## src/hw/ebwrs_regs.svh

```systemverilog
`ifndef EBWRS_REGS_SVH
`define EBWRS_REGS_SVH

// register byte offsets on the apb bus
`define EBWRS_OFS_WAIT      12'h000
`define EBWRS_OFS_STROBE    12'h004
`define EBWRS_OFS_ACCESS    12'h008
`define EBWRS_OFS_STATUS    12'h00c

// reset values
`define EBWRS_RST_WAIT      8'h77
`define EBWRS_RST_STROBE    8'h00
`define EBWRS_RST_ACCESS    2'h3

// writable bits of the wait register, bits 7 and 3 stay zero
`define EBWRS_WAIT_MASK     8'h77

// field positions
`define EBWRS_A0_WAIT_LSB   0
`define EBWRS_A1_WAIT_LSB   4
`define EBWRS_EN0_BIT       0
`define EBWRS_EN1_BIT       1

// capture delay through the data pin synchroniser, in half-states
`define EBWRS_SYNC_DEPTH    2

`endif

```

## src/hw/ebwrs_pkg.sv

```systemverilog
package ebwrs_pkg;

  // area number of an external access
  typedef logic [2:0] ebwrs_area_t;

  // program wait state count
  typedef logic [2:0] ebwrs_wait_t;

  // bus cycle states, gray coded along idle-t1-tw-t2-cap
  typedef enum logic [2:0] {
    EBWRS_IDLE = 3'h0,
    EBWRS_T1   = 3'h1,
    EBWRS_TW   = 3'h3,
    EBWRS_T2   = 3'h2,
    EBWRS_CAP  = 3'h6
  } ebwrs_state_t;

endpackage

```

## src/hw/ebwrs_pin_sync.sv

```systemverilog
`timescale 1ns/1ps
// two flip-flop synchroniser for the data pins
module ebwrs_pin_sync (
  // clock and reset
  input  wire logic       clk_sys_i,
  input  wire logic       rst_n_i,
  // pin side and synchronised side
  input  wire logic [7:0] pin_i,
  output logic      [7:0] sync_o
);
  logic [7:0] meta_reg;   // first stage, read only by second
  logic [7:0] sync_reg;   // second stage

  // plain two-stage chain
  always_ff @(posedge clk_sys_i) begin
    if (!rst_n_i) begin
      meta_reg <= 8'h00;
      sync_reg <= 8'h00;
    end else begin
      meta_reg <= pin_i;
      sync_reg <= meta_reg;
    end
  end

  assign sync_o = sync_reg;
endmodule

```

## src/hw/ebwrs_top.sv

```systemverilog
// Function
// - area1 waits from field when enabled
// - area0 waits from field when enabled
// - both wait fields reset to seven
// - wait register bits 7,3 read zero
// - early negation only basic bus reads
// - eight strobe bits, one per area
// - bit clear: strobe negates at cycle end
// - bit set: negates half-state earlier
// - early negation moves data capture earlier
//
// Our own choices: the address map and register access over APB.
`timescale 1ns/1ps
`include "ebwrs_regs.svh"
module ebwrs_top (
  // clock and reset
  input  wire logic                    clk_sys_i,
  input  wire logic                    rst_n_i,
  // apb slave
  input  wire logic                    psel_i,
  input  wire logic                    penable_i,
  input  wire logic                    pwrite_i,
  input  wire logic [11:0]             paddr_i,
  input  wire logic [31:0]             pwdata_i,
  output logic      [31:0]             prdata_o,
  output logic                         pready_o,
  output logic                         pslverr_o,
  // access request from the bus master side
  input  wire logic                    start_i,
  input  wire ebwrs_pkg::ebwrs_area_t  area_i,
  input  wire logic                    write_i,
  input  wire logic                    basic_i,
  input  wire logic [7:0]              wdata_i,
  input  wire ebwrs_pkg::ebwrs_wait_t  other_wait_i,
  output logic                         busy_o,
  output logic                         done_o,
  output logic      [7:0]              rdata_o,
  // external bus pins
  output logic      [7:0]              cs_n_o,
  output logic                         rd_n_o,
  output logic                         wr_n_o,
  input  wire logic [7:0]              dq_i,
  output logic      [7:0]              dq_o,
  output logic                         dq_oe_n_o
);
  import ebwrs_pkg::*;

  // wait field picked for an area, enables gate areas 0 and 1
  function automatic ebwrs_wait_t wait_pick(
    input ebwrs_area_t a,
    input logic [7:0]  w,
    input logic [1:0]  en,
    input ebwrs_wait_t other
  );
    ebwrs_wait_t r;
    r = other;
    if (a == 3'h0) begin
      r = en[`EBWRS_EN0_BIT] ? w[`EBWRS_A0_WAIT_LSB +: 3] : 3'h0;
    end else if (a == 3'h1) begin
      r = en[`EBWRS_EN1_BIT] ? w[`EBWRS_A1_WAIT_LSB +: 3] : 3'h0;
    end
    return r;
  endfunction

  // registers
  logic [7:0]   wait_ctrl_low_areas_reg;   // area 0/1 wait fields
  logic [7:0]   read_strobe_timing_reg;    // early negation per area
  logic [1:0]   access_state_ctrl_reg;     // wait enables, areas 0/1
  logic [31:0]  prdata_reg;                // read data for the bus
  logic         pready_reg;                // access phase answer
  logic         pslverr_reg;               // unmapped address flag

  // bus cycle engine
  ebwrs_state_t state_reg;                 // current bus state
  ebwrs_state_t state_next;                // next bus state
  logic         phase_reg;                 // second half-state flag
  ebwrs_area_t  area_reg;                  // latched area
  logic         write_reg;                 // latched direction
  logic         early_reg;                 // early negation in force
  logic [7:0]   wdata_reg;                 // latched write data
  logic [1:0]   cap_dly_reg;               // capture point delay line
  logic [7:0]   rdata_reg;                 // captured read data
  logic         done_reg;                  // completion pulse
  logic         busy_reg;                  // access in progress

  // pin flops
  logic [7:0]   cs_n_reg;                  // chip selects
  logic         rd_n_reg;                  // read strobe
  logic         wr_n_reg;                  // write strobe
  logic [7:0]   dq_reg;                    // data out
  logic         dq_oe_n_reg;               // data drive, low drives

  // decode wires
  wire          apb_setup  = psel_i && !penable_i;
  wire          apb_wr     = psel_i && penable_i && pready_reg && pwrite_i;
  wire          hit_wait   = paddr_i == `EBWRS_OFS_WAIT;
  wire          hit_strobe = paddr_i == `EBWRS_OFS_STROBE;
  wire          hit_access = paddr_i == `EBWRS_OFS_ACCESS;
  wire          hit_status = paddr_i == `EBWRS_OFS_STATUS;
  wire          hit_any    = hit_wait || hit_strobe || hit_access ||
                             hit_status;
  wire          accept     = start_i && (state_reg == EBWRS_IDLE);
  wire          half_end   = phase_reg;
  wire          is_read    = !write_reg;
  wire [7:0]    dq_sync;
  ebwrs_wait_t  wait_count;
  ebwrs_wait_t  wait_load;

  // effective waits for the new access
  assign wait_load = wait_pick(area_i, wait_ctrl_low_areas_reg,
                               access_state_ctrl_reg, other_wait_i);

  // early negation only for basic interface reads
  wire          early_new  = read_strobe_timing_reg[area_i] &&
                             basic_i && !write_i;

  // strobe point: the half-state at whose end rd negates
  wire          strobe_pt  = (state_reg == EBWRS_T2) && is_read &&
                             (early_reg ? !phase_reg : phase_reg);

  // read strobe low window
  wire          rd_low     = is_read && (state_reg != EBWRS_IDLE) &&
                             (state_reg != EBWRS_CAP) &&
                             !((state_reg == EBWRS_T1) && !phase_reg) &&
                             !((state_reg == EBWRS_T2) && phase_reg &&
                               early_reg);

  // write strobe low window, second half of t1 through first of t2
  wire          wr_low     = write_reg &&
                             (((state_reg == EBWRS_T1) && phase_reg) ||
                              (state_reg == EBWRS_TW) ||
                              ((state_reg == EBWRS_T2) && !phase_reg));

  // data drive window covers the whole write cycle
  wire          dq_drive   = write_reg && (state_reg != EBWRS_IDLE) &&
                             (state_reg != EBWRS_CAP);

  // status word for software
  wire [31:0]   status_word = {24'h0, 3'h0, busy_reg, area_reg,
                               state_reg == EBWRS_TW};

  // read mux
  wire [31:0]   rd_mux = hit_wait   ? {24'h0, wait_ctrl_low_areas_reg} :
                         hit_strobe ? {24'h0, read_strobe_timing_reg} :
                         hit_access ? {30'h0, access_state_ctrl_reg} :
                         hit_status ? status_word : 32'h0;

  // wait state counter
  ebwrs_wait_cnt u_wait_cnt (
    .clk_sys_i  (clk_sys_i),
    .rst_n_i    (rst_n_i),
    .load_i     (accept),
    .load_val_i (wait_load),
    .dec_i      ((state_reg == EBWRS_TW) && half_end),
    .count_o    (wait_count)
  );

  // data pin synchroniser
  ebwrs_pin_sync u_pin_sync (
    .clk_sys_i (clk_sys_i),
    .rst_n_i   (rst_n_i),
    .pin_i     (dq_i),
    .sync_o    (dq_sync)
  );

  // apb answer: data and error ready in setup, pready in access
  always_ff @(posedge clk_sys_i) begin
    if (!rst_n_i) begin
      prdata_reg  <= 32'h0;
      pready_reg  <= 1'b0;
      pslverr_reg <= 1'b0;
    end else begin
      pready_reg  <= apb_setup;
      if (apb_setup) begin
        prdata_reg  <= pwrite_i ? 32'h0 : rd_mux;
        pslverr_reg <= !hit_any;
      end
    end
  end

  // software registers, written at the access edge
  always_ff @(posedge clk_sys_i) begin
    if (!rst_n_i) begin
      wait_ctrl_low_areas_reg <= `EBWRS_RST_WAIT;
      read_strobe_timing_reg  <= `EBWRS_RST_STROBE;
      access_state_ctrl_reg   <= `EBWRS_RST_ACCESS;
    end else if (apb_wr) begin
      if (hit_wait) begin
        wait_ctrl_low_areas_reg <= pwdata_i[7:0] & `EBWRS_WAIT_MASK;
      end
      if (hit_strobe) begin
        read_strobe_timing_reg <= pwdata_i[7:0];
      end
      if (hit_access) begin
        access_state_ctrl_reg <= pwdata_i[1:0];
      end
    end
  end

  // next state: t1 on accept; tw, t2, cap on half-state ends; idle after write t2 or capture
  always_comb begin
    state_next = state_reg;
    case (state_reg)
      EBWRS_IDLE: begin
        if (accept) begin
          state_next = EBWRS_T1;
        end
      end
      EBWRS_T1: begin
        if (half_end) begin
          state_next = (wait_count == 3'h0) ? EBWRS_T2 : EBWRS_TW;
        end
      end
      EBWRS_TW: begin
        if (half_end && wait_count == 3'h1) begin
          state_next = EBWRS_T2;
        end
      end
      EBWRS_T2: begin
        if (half_end) begin
          state_next = is_read ? EBWRS_CAP : EBWRS_IDLE;
        end
      end
      EBWRS_CAP: begin
        if (cap_dly_reg[1]) begin
          state_next = EBWRS_IDLE;
        end
      end
      default: begin
        state_next = EBWRS_IDLE;
      end
    endcase
  end

  // state and half-state phase
  always_ff @(posedge clk_sys_i) begin
    if (!rst_n_i) begin
      state_reg <= EBWRS_IDLE;
      phase_reg <= 1'b0;
    end else begin
      state_reg <= state_next;
      phase_reg <= (state_reg == EBWRS_IDLE || state_reg == EBWRS_CAP) ?
                   1'b0 : !phase_reg;
    end
  end

  // access attributes latched on acceptance
  always_ff @(posedge clk_sys_i) begin
    if (!rst_n_i) begin
      area_reg  <= 3'h0;
      write_reg <= 1'b0;
      early_reg <= 1'b0;
      wdata_reg <= 8'h00;
    end else if (accept) begin
      area_reg  <= area_i;
      write_reg <= write_i;
      early_reg <= early_new;
      wdata_reg <= wdata_i;
    end
  end

  // capture: synchronised data lags the pins by two cycles
  always_ff @(posedge clk_sys_i) begin
    if (!rst_n_i) begin
      cap_dly_reg <= 2'h0;
      rdata_reg   <= 8'h00;
    end else begin
      cap_dly_reg <= {cap_dly_reg[0], strobe_pt};
      if (cap_dly_reg[1]) begin
        rdata_reg <= dq_sync;
      end
    end
  end

  // handshake flags toward the requester
  always_ff @(posedge clk_sys_i) begin
    if (!rst_n_i) begin
      done_reg <= 1'b0;
      busy_reg <= 1'b0;
    end else begin
      done_reg <= (state_reg != EBWRS_IDLE) && (state_next == EBWRS_IDLE);
      busy_reg <= state_next != EBWRS_IDLE;
    end
  end

  // pin flops, one cycle behind the engine
  always_ff @(posedge clk_sys_i) begin
    if (!rst_n_i) begin
      cs_n_reg    <= 8'hff;
      rd_n_reg    <= 1'b1;
      wr_n_reg    <= 1'b1;
      dq_reg      <= 8'h00;
      dq_oe_n_reg <= 1'b1;
    end else begin
      cs_n_reg    <= (state_reg == EBWRS_IDLE || state_reg == EBWRS_CAP) ?
                     8'hff : ~(8'h01 << area_reg);
      rd_n_reg    <= !rd_low;
      wr_n_reg    <= !wr_low;
      dq_reg      <= wdata_reg;
      dq_oe_n_reg <= !dq_drive;
    end
  end

  // outputs straight from flops
  assign prdata_o  = prdata_reg;
  assign pready_o  = pready_reg;
  assign pslverr_o = pslverr_reg;
  assign busy_o    = busy_reg;
  assign done_o    = done_reg;
  assign rdata_o   = rdata_reg;
  assign cs_n_o    = cs_n_reg;
  assign rd_n_o    = rd_n_reg;
  assign wr_n_o    = wr_n_reg;
  assign dq_o      = dq_reg;
  assign dq_oe_n_o = dq_oe_n_reg;

  // area 1 enabled: counter holds its field after acceptance
  AST_AREA1_WAIT: assert property (@(posedge clk_sys_i) disable iff (!rst_n_i)
    accept && area_i == 3'h1 && access_state_ctrl_reg[1]
    |=> wait_count == $past(wait_ctrl_low_areas_reg[6:4]))
    else $error("area 1 wait count wrong");

  // area 0 enabled: counter holds its field after acceptance
  AST_AREA0_WAIT: assert property (@(posedge clk_sys_i) disable iff (!rst_n_i)
    accept && area_i == 3'h0 && access_state_ctrl_reg[0]
    |=> wait_count == $past(wait_ctrl_low_areas_reg[2:0]))
    else $error("area 0 wait count wrong");

  // first cycle after reset shows seven waits for both areas
  AST_WAIT_RESET: assert property (@(posedge clk_sys_i)
    !$past(rst_n_i) && rst_n_i |-> wait_ctrl_low_areas_reg == 8'h77)
    else $error("wait fields not seven after reset");

  // reserved wait bits read back as zero on the bus
  AST_WAIT_RSVD: assert property (@(posedge clk_sys_i) disable iff (!rst_n_i)
    apb_setup && hit_wait && !pwrite_i
    |=> prdata_o[7] == 1'b0 && prdata_o[3] == 1'b0)
    else $error("reserved wait bit read as one");

  // writes and non-basic reads never negate early
  AST_EARLY_BASIC: assert property (@(posedge clk_sys_i)
    disable iff (!rst_n_i)
    accept && (write_i || !basic_i) |=> !early_reg)
    else $error("early negation on non-basic or write");

  // strobe bits clear after reset
  AST_STROBE_RESET: assert property (@(posedge clk_sys_i)
    !$past(rst_n_i) && rst_n_i |-> read_strobe_timing_reg == 8'h00)
    else $error("strobe bits not clear after reset");

  // normal read: strobe low through the last half-state, then high
  AST_NORMAL_NEG: assert property (@(posedge clk_sys_i)
    disable iff (!rst_n_i)
    state_reg == EBWRS_T2 && phase_reg && is_read && !early_reg
    |=> !rd_n_o ##1 rd_n_o)
    else $error("normal read strobe negation wrong");

  // early read: strobe high during the last half-state
  AST_EARLY_NEG: assert property (@(posedge clk_sys_i) disable iff (!rst_n_i)
    state_reg == EBWRS_T2 && !phase_reg && is_read && early_reg
    |=> !rd_n_o ##1 rd_n_o)
    else $error("early read strobe negation wrong");

  // capture point two cycles after strobe point
  AST_CAPTURE: assert property (@(posedge clk_sys_i) disable iff (!rst_n_i)
    strobe_pt |-> ##2 cap_dly_reg[1] ##1 done_reg)
    else $error("read capture not aligned to strobe");

  // disabled area 0: no wait states at all
  AST_NO_WAIT: assert property (@(posedge clk_sys_i) disable iff (!rst_n_i)
    accept && area_i == 3'h0 && !access_state_ctrl_reg[0]
    |=> wait_count == 3'h0 ##2 state_reg == EBWRS_T2)
    else $error("waits inserted with enable clear");

endmodule

```

## src/hw/ebwrs_wait_cnt.sv

```systemverilog
`timescale 1ns/1ps
// program wait state down counter
module ebwrs_wait_cnt (
  // clock and reset
  input  wire logic                 clk_sys_i,
  input  wire logic                 rst_n_i,
  // control
  input  wire logic                 load_i,
  input  wire ebwrs_pkg::ebwrs_wait_t load_val_i,
  input  wire logic                 dec_i,
  // state
  output ebwrs_pkg::ebwrs_wait_t    count_o
);
  import ebwrs_pkg::*;

  ebwrs_wait_t cnt_reg;   // remaining wait states

  // load wins over decrement, never wraps below zero
  always_ff @(posedge clk_sys_i) begin
    if (!rst_n_i) begin
      cnt_reg <= 3'h0;
    end else if (load_i) begin
      cnt_reg <= load_val_i;
    end else if (dec_i && cnt_reg != 3'h0) begin
      cnt_reg <= cnt_reg - 3'h1;
    end
  end

  assign count_o = cnt_reg;
endmodule
```

## config.mk

```make
export PLATFORM = sky130hd
export DESIGN_NAME = ebwrs_top
export DESIGN_NICKNAME = d
export VERILOG_FILES = /design/src/hw/ebwrs_pkg.sv /design/src/hw/ebwrs_pin_sync.sv /design/src/hw/ebwrs_top.sv /design/src/hw/ebwrs_wait_cnt.sv
export VERILOG_INCLUDE_DIRS = /design/src /design/src/hw
export SDC_FILE = /design/constraint.sdc
export NUM_CORES = 1
export LEC_CHECK = 0
export BUFFER_PORTS_ARGS = -buffer_cell sky130_fd_sc_hd__buf_2
export CAP_MARGIN = 20
export CORE_MARGIN = 5
export CORE_UTILIZATION = 49
export DETAILED_ROUTE_END_ITERATION = 8
export GPL_TIMING_DRIVEN = 0
export PLACE_DENSITY_LB_ADDON = 0.3
export SYNTH_ARGS = -nofsm -noshare
export SYNTH_HDL_FRONTEND = slang
export SYNTH_SLANG_ARGS = --single-unit
```

## constraint.sdc

```tcl
create_clock -name clk_sys_i -period 1.8 [get_ports clk_sys_i]
set_input_delay 0.18 -clock clk_sys_i [delete_from_list [all_inputs] [get_ports clk_sys_i]]
set_output_delay 0.18 -clock clk_sys_i [all_outputs]
set_load 0.02 [all_outputs]
```

# ---- Word level (Yosys, flattened, before mapping)
# Index checks and enable logic that the tools add are counted.
dict set report classes {
  shifts 1
  muxes 22
  n_bitwise 2
  magnitude_cmp 1
  reduce_logical 54
  add_sub_neg 1
  eq_ne 10
}
# op count
set op_table {}
lappend op_table {{3-bit 2-to-1 mux} 12}
lappend op_table {{1-bit logical AND} 25}
lappend op_table {{12-bit by 4-bit equality test with 1-bit output (second input constant)} 2}
lappend op_table {{8-bit 2-to-1 mux} 3}
lappend op_table {{3-bit one-hot mux with 5 select lines} 1}
lappend op_table {{12-bit by 3-bit equality test with 1-bit output (second input constant)} 1}
lappend op_table {{12-bit logical NOT} 1}
lappend op_table {{3-bit logical NOT} 4}
lappend op_table {{1-bit logical NOT} 10}
lappend op_table {{5-bit 2-to-1 mux} 2}
lappend op_table {{3-bit by 1-bit equality test with 1-bit output (second input constant)} 3}
lappend op_table {{3-bit nonzero test} 3}
lappend op_table {{8-bit inverter} 1}
lappend op_table {{1-bit by 3-bit left shift with 8-bit output (first input constant)} 1}
lappend op_table {{3-bit by 2-bit equality test with 1-bit output (second input constant)} 2}
lappend op_table {{1-bit logical OR} 6}
lappend op_table {{2-bit AND reduction} 3}
lappend op_table {{3-bit by 4-bit less-than comparator with 1-bit output (second input constant)} 1}
lappend op_table {{1-bit binary-select mux with 3-bit select} 1}
lappend op_table {{3-bit equality test (second input constant)} 1}
lappend op_table {{1-bit 2-to-1 mux} 3}
lappend op_table {{3-bit != test (second input constant)} 1}
lappend op_table {{3-bit by 1-bit subtractor with 3-bit output (second input constant)} 1}
lappend op_table {{2-bit nonzero test} 1}
lappend op_table {{2 further kinds} 2}
dict set report totals {
  in_bits 74
  reg_bits 117
  wordCells 115
}

# ---- Logic depth before layout (Yosys ltp)
dict set report logic_depth {
  word_depth 6
  ltp_mapped 6
  ltp_nobuf 6
}

# ---- Modules after synthesis
# Synthesis repeated with hierarchy kept, for this count alone.
dict set report hier_totals {
  cells_unflattened 415
  hier_area_um2 3784.9
}
# module n_inst seq_area_each_um2 area_each_um2 cells_each
set by_module_without_submodules {}
lappend by_module_without_submodules {ebwrs_top 1 1481.4 3153.0 361}
lappend by_module_without_submodules {ebwrs_pin_sync 1 320.3 446.7 33}
lappend by_module_without_submodules {ebwrs_wait_cnt 1 60.1 185.2 21}

# ---- Least setup slack after synthesis
# Ideal clock, no wire load.
dict set report synth_path {
  path_kind {register -> register}
  start {register state_reg[0]}
  end {register area_reg[1]}
  path_stages_with_launch 7
  setup_ns 0.132
  t_arrival_ns 1.387
  slack_ns 0.281
  period_less_slack_ns 1.519
  required_time_ns 1.668
  n_path_buf 3
  cell_sequence {dfxtp_1 > clkbuf_2 > or4b_1 > clkbuf_1 > buf_2 > nand2_1 > a21oi_1}
}
dict set report synth_between {
  elab_chain_len 2
}
# item line
set synth_lines {}
lappend synth_lines {{start: declaration} ebwrs_top.sv:74} ;# ebwrs_state_t state_reg;
lappend synth_lines {{start signal: assignment} ebwrs_top.sv:241} ;# state_reg <= state_next;
lappend synth_lines {{3-bit logical NOT} ebwrs_top.sv:102} ;# wire accept = start_i && (state_reg == EBWRS_IDLE);
lappend synth_lines {{1-bit logical AND} ebwrs_top.sv:102}
lappend synth_lines {{end signal: assignment} ebwrs_top.sv:255} ;# area_reg <= area_i;
lappend synth_lines {{end: declaration} ebwrs_top.sv:77} ;# ebwrs_area_t area_reg;
# Every way passes these cells.
# A chain may end at the register's enable or synchronous reset.

# ---- Worst setup path after layout
dict set report layout_path {
  start {register phase_reg (netlist: half_end)}
  end {register u_wait_cnt.cnt_reg[2] (netlist: u_wait_cnt.count_o[2])}
}
dict set report layout_between {
  elab_chain_len 3
}
# item line
set layout_lines {}
lappend layout_lines {{start: declaration} ebwrs_top.sv:76} ;# logic phase_reg;
lappend layout_lines {{start signal: assignment} ebwrs_top.sv:242} ;# phase_reg <= (state_reg == EBWRS_IDLE || state_reg == EBWRS_CAP) ?
lappend layout_lines {{1-bit logical AND} ebwrs_top.sv:154} ;# .dec_i ((state_reg == EBWRS_TW) && half_end),
lappend layout_lines {{1-bit logical AND} ebwrs_wait_cnt.sv:24} ;# end else if (dec_i && cnt_reg != 3'h0) begin
lappend layout_lines {{2-bit nonzero test (no source line)} -}
lappend layout_lines {{end signal: assignment} ebwrs_wait_cnt.sv:23} ;# cnt_reg <= load_val_i;
lappend layout_lines {{end signal: assignment} ebwrs_wait_cnt.sv:25} ;# cnt_reg <= cnt_reg - 3'h1;
lappend layout_lines {{end: declaration} ebwrs_wait_cnt.sv:16} ;# ebwrs_wait_t cnt_reg;
# Every way passes these cells.

==> impl_metrics.ini <==
[die]
ioPinCount = 137
dieArea_um2 = 9680
core_um2 = 7650
die_width_um = 98.4
rows = 32
die_h_um = 98.4
initial_core_util = 0.500

[power]
internal-power_mw = 2.87
p_comb_frac = 0.119
power_density_nw_per_um2 = 849
power_mw = 4.01
power.switching_mw = 1.15
pwr-share-seq = 0.535
ir_drop_v = 0.000448
clock_power_share = 0.346
p_leak_nw = 2.09
p_sw_frac = 0.286

[placement]
portBuffers = 87
place_ws_ns = 0.0875
dp_cells = 616
gp_congestion = 0.885
dp_hpwl_mm = 6.94
place_area_um2 = 4480

[final_layout]
antenna_cells = 0
fin_cells = 637
drive_gt1_frac = 0.290
regArea_um2 = 1860
nNetsFinal = 607
multi_input_area_um2 = 1730
syn_to_final_growth_pct = 23.6
num-fill-cells = 693
fin_area_um2 = 4730

[synthesis]
ys.flop_type = dfxtp_1
yosysSeqAreaShare = 0.487
synth.avg_cell_area_um2 = 9.47
synth.distinct_cells = 49
syn_area_um2 = 3830
syn-instance-count = 404
async_flop_share = 0
ys_ff_latch = 93
synth_edf_count = 0
yosys_warnings = 0

[timing]
tns_ns = 0
fin_ws_ns = 0.108
skew_ns = 0.00889
tightestPinTransition_ns = 0.639
period_share = 0.940
period_minus_slack_ns = 1.69
slew_headroom = 0.569
finalHoldViolCount = 0
max_freq_ghz = 0.591
drv_slew = 0
finalSetupViolCount = 0
rsz0062_at_grt = false

[worst_setup_path]
path_max_fanout = 10
cpMaxStageDelayCell = or4b_1
crit_path_start = half_end
required_ns = 2.10
worst-r2r-setup-slack_ns = 0.11
cp_slowest_stage_delay_ns = 0.51
critical_path.cell_chain = clkbuf_1, o2111ai_2, or4b_1, a31oi_1
cp.arrival_ns = 1.99
r2r-end = u_wait_cnt.count_o[2]
r2r_cells = 4
setup.worst_path.start_class = register
end_kind = register
worstReg2RegStart = half_end
critPathKind = reg -> reg
endpoint = u_wait_cnt.count_o[2]

[route]
wire_per_inst_um = 14.1
drt_pass1_iterations = 4
vias_per_cell = 4.87
routed_wl_mm = 8.99
vias = 3105
drt_iter0_markers = 107
drc = 0
antenna_left = 0

[clock_tree]
clkSinkCount = 93
clock-root-buffer = clkbuf_8
clock_path_buffers = 2
cts_made_buffers = 9
cts.htree.levels = 3
cts_tree = done
clkLatencyLatePin_ns = 0.37
path_clk_slew_ns = 0.10

[global_routing]
grt_pass1_wl_mm = 14.6
grt_pass1_vias = 3099
overflow = 0
grt_usage = 0.187
antenna_found_initial = 0
grt_max_degree = 20

[job]
max_cap_viol_count = 0

[run_status]
status = finished clean

[worst_hold_path]
whs_path_depth = 2
hp-class = in -> reg
[metal layers]
| metal | vias up | global-route usage | wire (um) |
|---|---|---|---|
| li1 | 1584 | - | - |
| met1 | 1426 | 0.235 | 4010 |
| met2 | 82 | 0.309 | 4320 |
| met3 | 13 | 0.0471 | 521 |
| met4 | 0 | 0.0693 | 132 |
| met5 | - | 0 | 0 |
[cell type report]
type,instances,share of cell area
clock buffer,9,0.0262
timing repair buffer,93,0.103
tap,102,0.0270
clock inverter,7,0.0161
buffer,48,0.0609
sequential,93,0.394
multi-input combinational,276,0.366
inverter,9,0.00714
[per-stage QoR]
| step | hold WS (ns) | util |
|---|---|---|
| after detailed placement | 0.391 | 0.585 |
| after CTS | 0.00732 | 0.615 |
| after global placement | 0.387 | 0.585 |
| after global routing | 0.0149 | 0.618 |
| final | 0.0180 | 0.618 |
| after floorplan | 0.307 | - |
[cell usage in the layout (no fill, tap or decap), types with 4 or more instances in the layout]
master | Yosys | final
buf_2 | 4 | 91
nand2_1 | 60 | 60
nand3b_1 | 4 | 4
nand4_1 | 7 | 7
o211ai_1 | 9 | 9
clkbuf_1 | 15 | 14
nand3_1 | 13 | 13
dfxtp_1 | 93 | 93
a31oi_1 | 6 | 6
nor3_1 | 4 | 4
o21ai_0 | 6 | 6
conb_1 | 1 | 24
nor2_1 | 28 | 28
inv_1 | 9 | 9
buf_4 | 25 | 28
o31ai_1 | 9 | 9
a21oi_1 | 18 | 18
clkbuf_8 | 0 | 9
and2_1 | 25 | 25
mux2i_1 | 24 | 24
[worst min path at each step]
stage | startpoint | endpoint | slack (ns)
global placement | dq_i[1] | u_pin_sync.meta_reg[1] | 0.39
CTS | dq_i[4] | u_pin_sync.meta_reg[4] | 0.007
finish | dq_i[5] | u_pin_sync.meta_reg[5] | 0.02
floorplan | dq_i[0] | u_pin_sync.meta_reg[0] | 0.31
detailed placement | dq_i[1] | u_pin_sync.meta_reg[1] | 0.39
global route | dq_i[7] | u_pin_sync.meta_reg[7] | 0.01
[power groups by stage]
stage	Combinational, mW	Clock [mW]	Sequential [mW]
after floorplan	0.292	0	2.21
after global placement	0.451	0	2.19
after detailed placement	0.460	0	2.19
after CTS	0.466	1.42	2.15
after global routing	0.526	1.50	2.15
final	0.477	1.39	2.15
[cell families after synthesis]
| group | Yosys count | synth area share |
|---|---|---|
| and+or+nand+nor | 163 | 0.232 |
| DFF | 93 | 0.487 |
| buffers and inverters | 58 | 0.0850 |
| AOI/OAI and AO/OA | 54 | 0.0922 |
| muxes | 30 | 0.0893 |
| adders and majority gates | 3 | 0.00981 |
| xor gates and xnor gates | 2 | 0.00458 |
| other | 1 | 0.000980 |
[Yosys cell counts, types with 2 or more instances]
cell,n,area share
nand3b_1,4,0.0078
o31ai_1,9,0.018
buf_2,4,0.0052
a21oi_1,18,0.024
nor2b_1,2,0.0033
a31oi_1,6,0.0098
buf_1,3,0.0029
nand3_1,13,0.017
nor2_1,28,0.027
mux2_2,3,0.0088
ha_1,3,0.0098
inv_1,9,0.0088
or4b_1,2,0.0052
o211ai_1,9,0.018
buf_4,25,0.049
nor3_1,4,0.0052
nand2_1,60,0.059
nand4_1,7,0.011
clkbuf_1,15,0.015
and2_1,25,0.041
nand2b_1,3,0.0049
xor2_1,2,0.0046
dfxtp_1,93,0.49
o21ai_0,6,0.0078
mux4_2,3,0.018
nor4_4,2,0.011
mux2i_1,24,0.063
[critical path, delay by kind of cell (launching register included)]
kind | cells | cell delay [ns]
buffers and inverters | 1 | 0.37
AOI/OAI and AO/OA | 2 | 0.41
and+or+nand+nor | 1 | 0.51
DFF | 1 | 0.32
[timing repair]
| action | in CTS | in global routing |
|---|---|---|
| endpoints found under the hold margin | 3 | 0 |
| setup buffers | 0 | 3 |
| hold buffers | 3 | 0 |
| endpoints found under the setup margin | 0 | 10 |
| resized for setup | 0 | 1 |
Power figures use the tool's default switching activity.
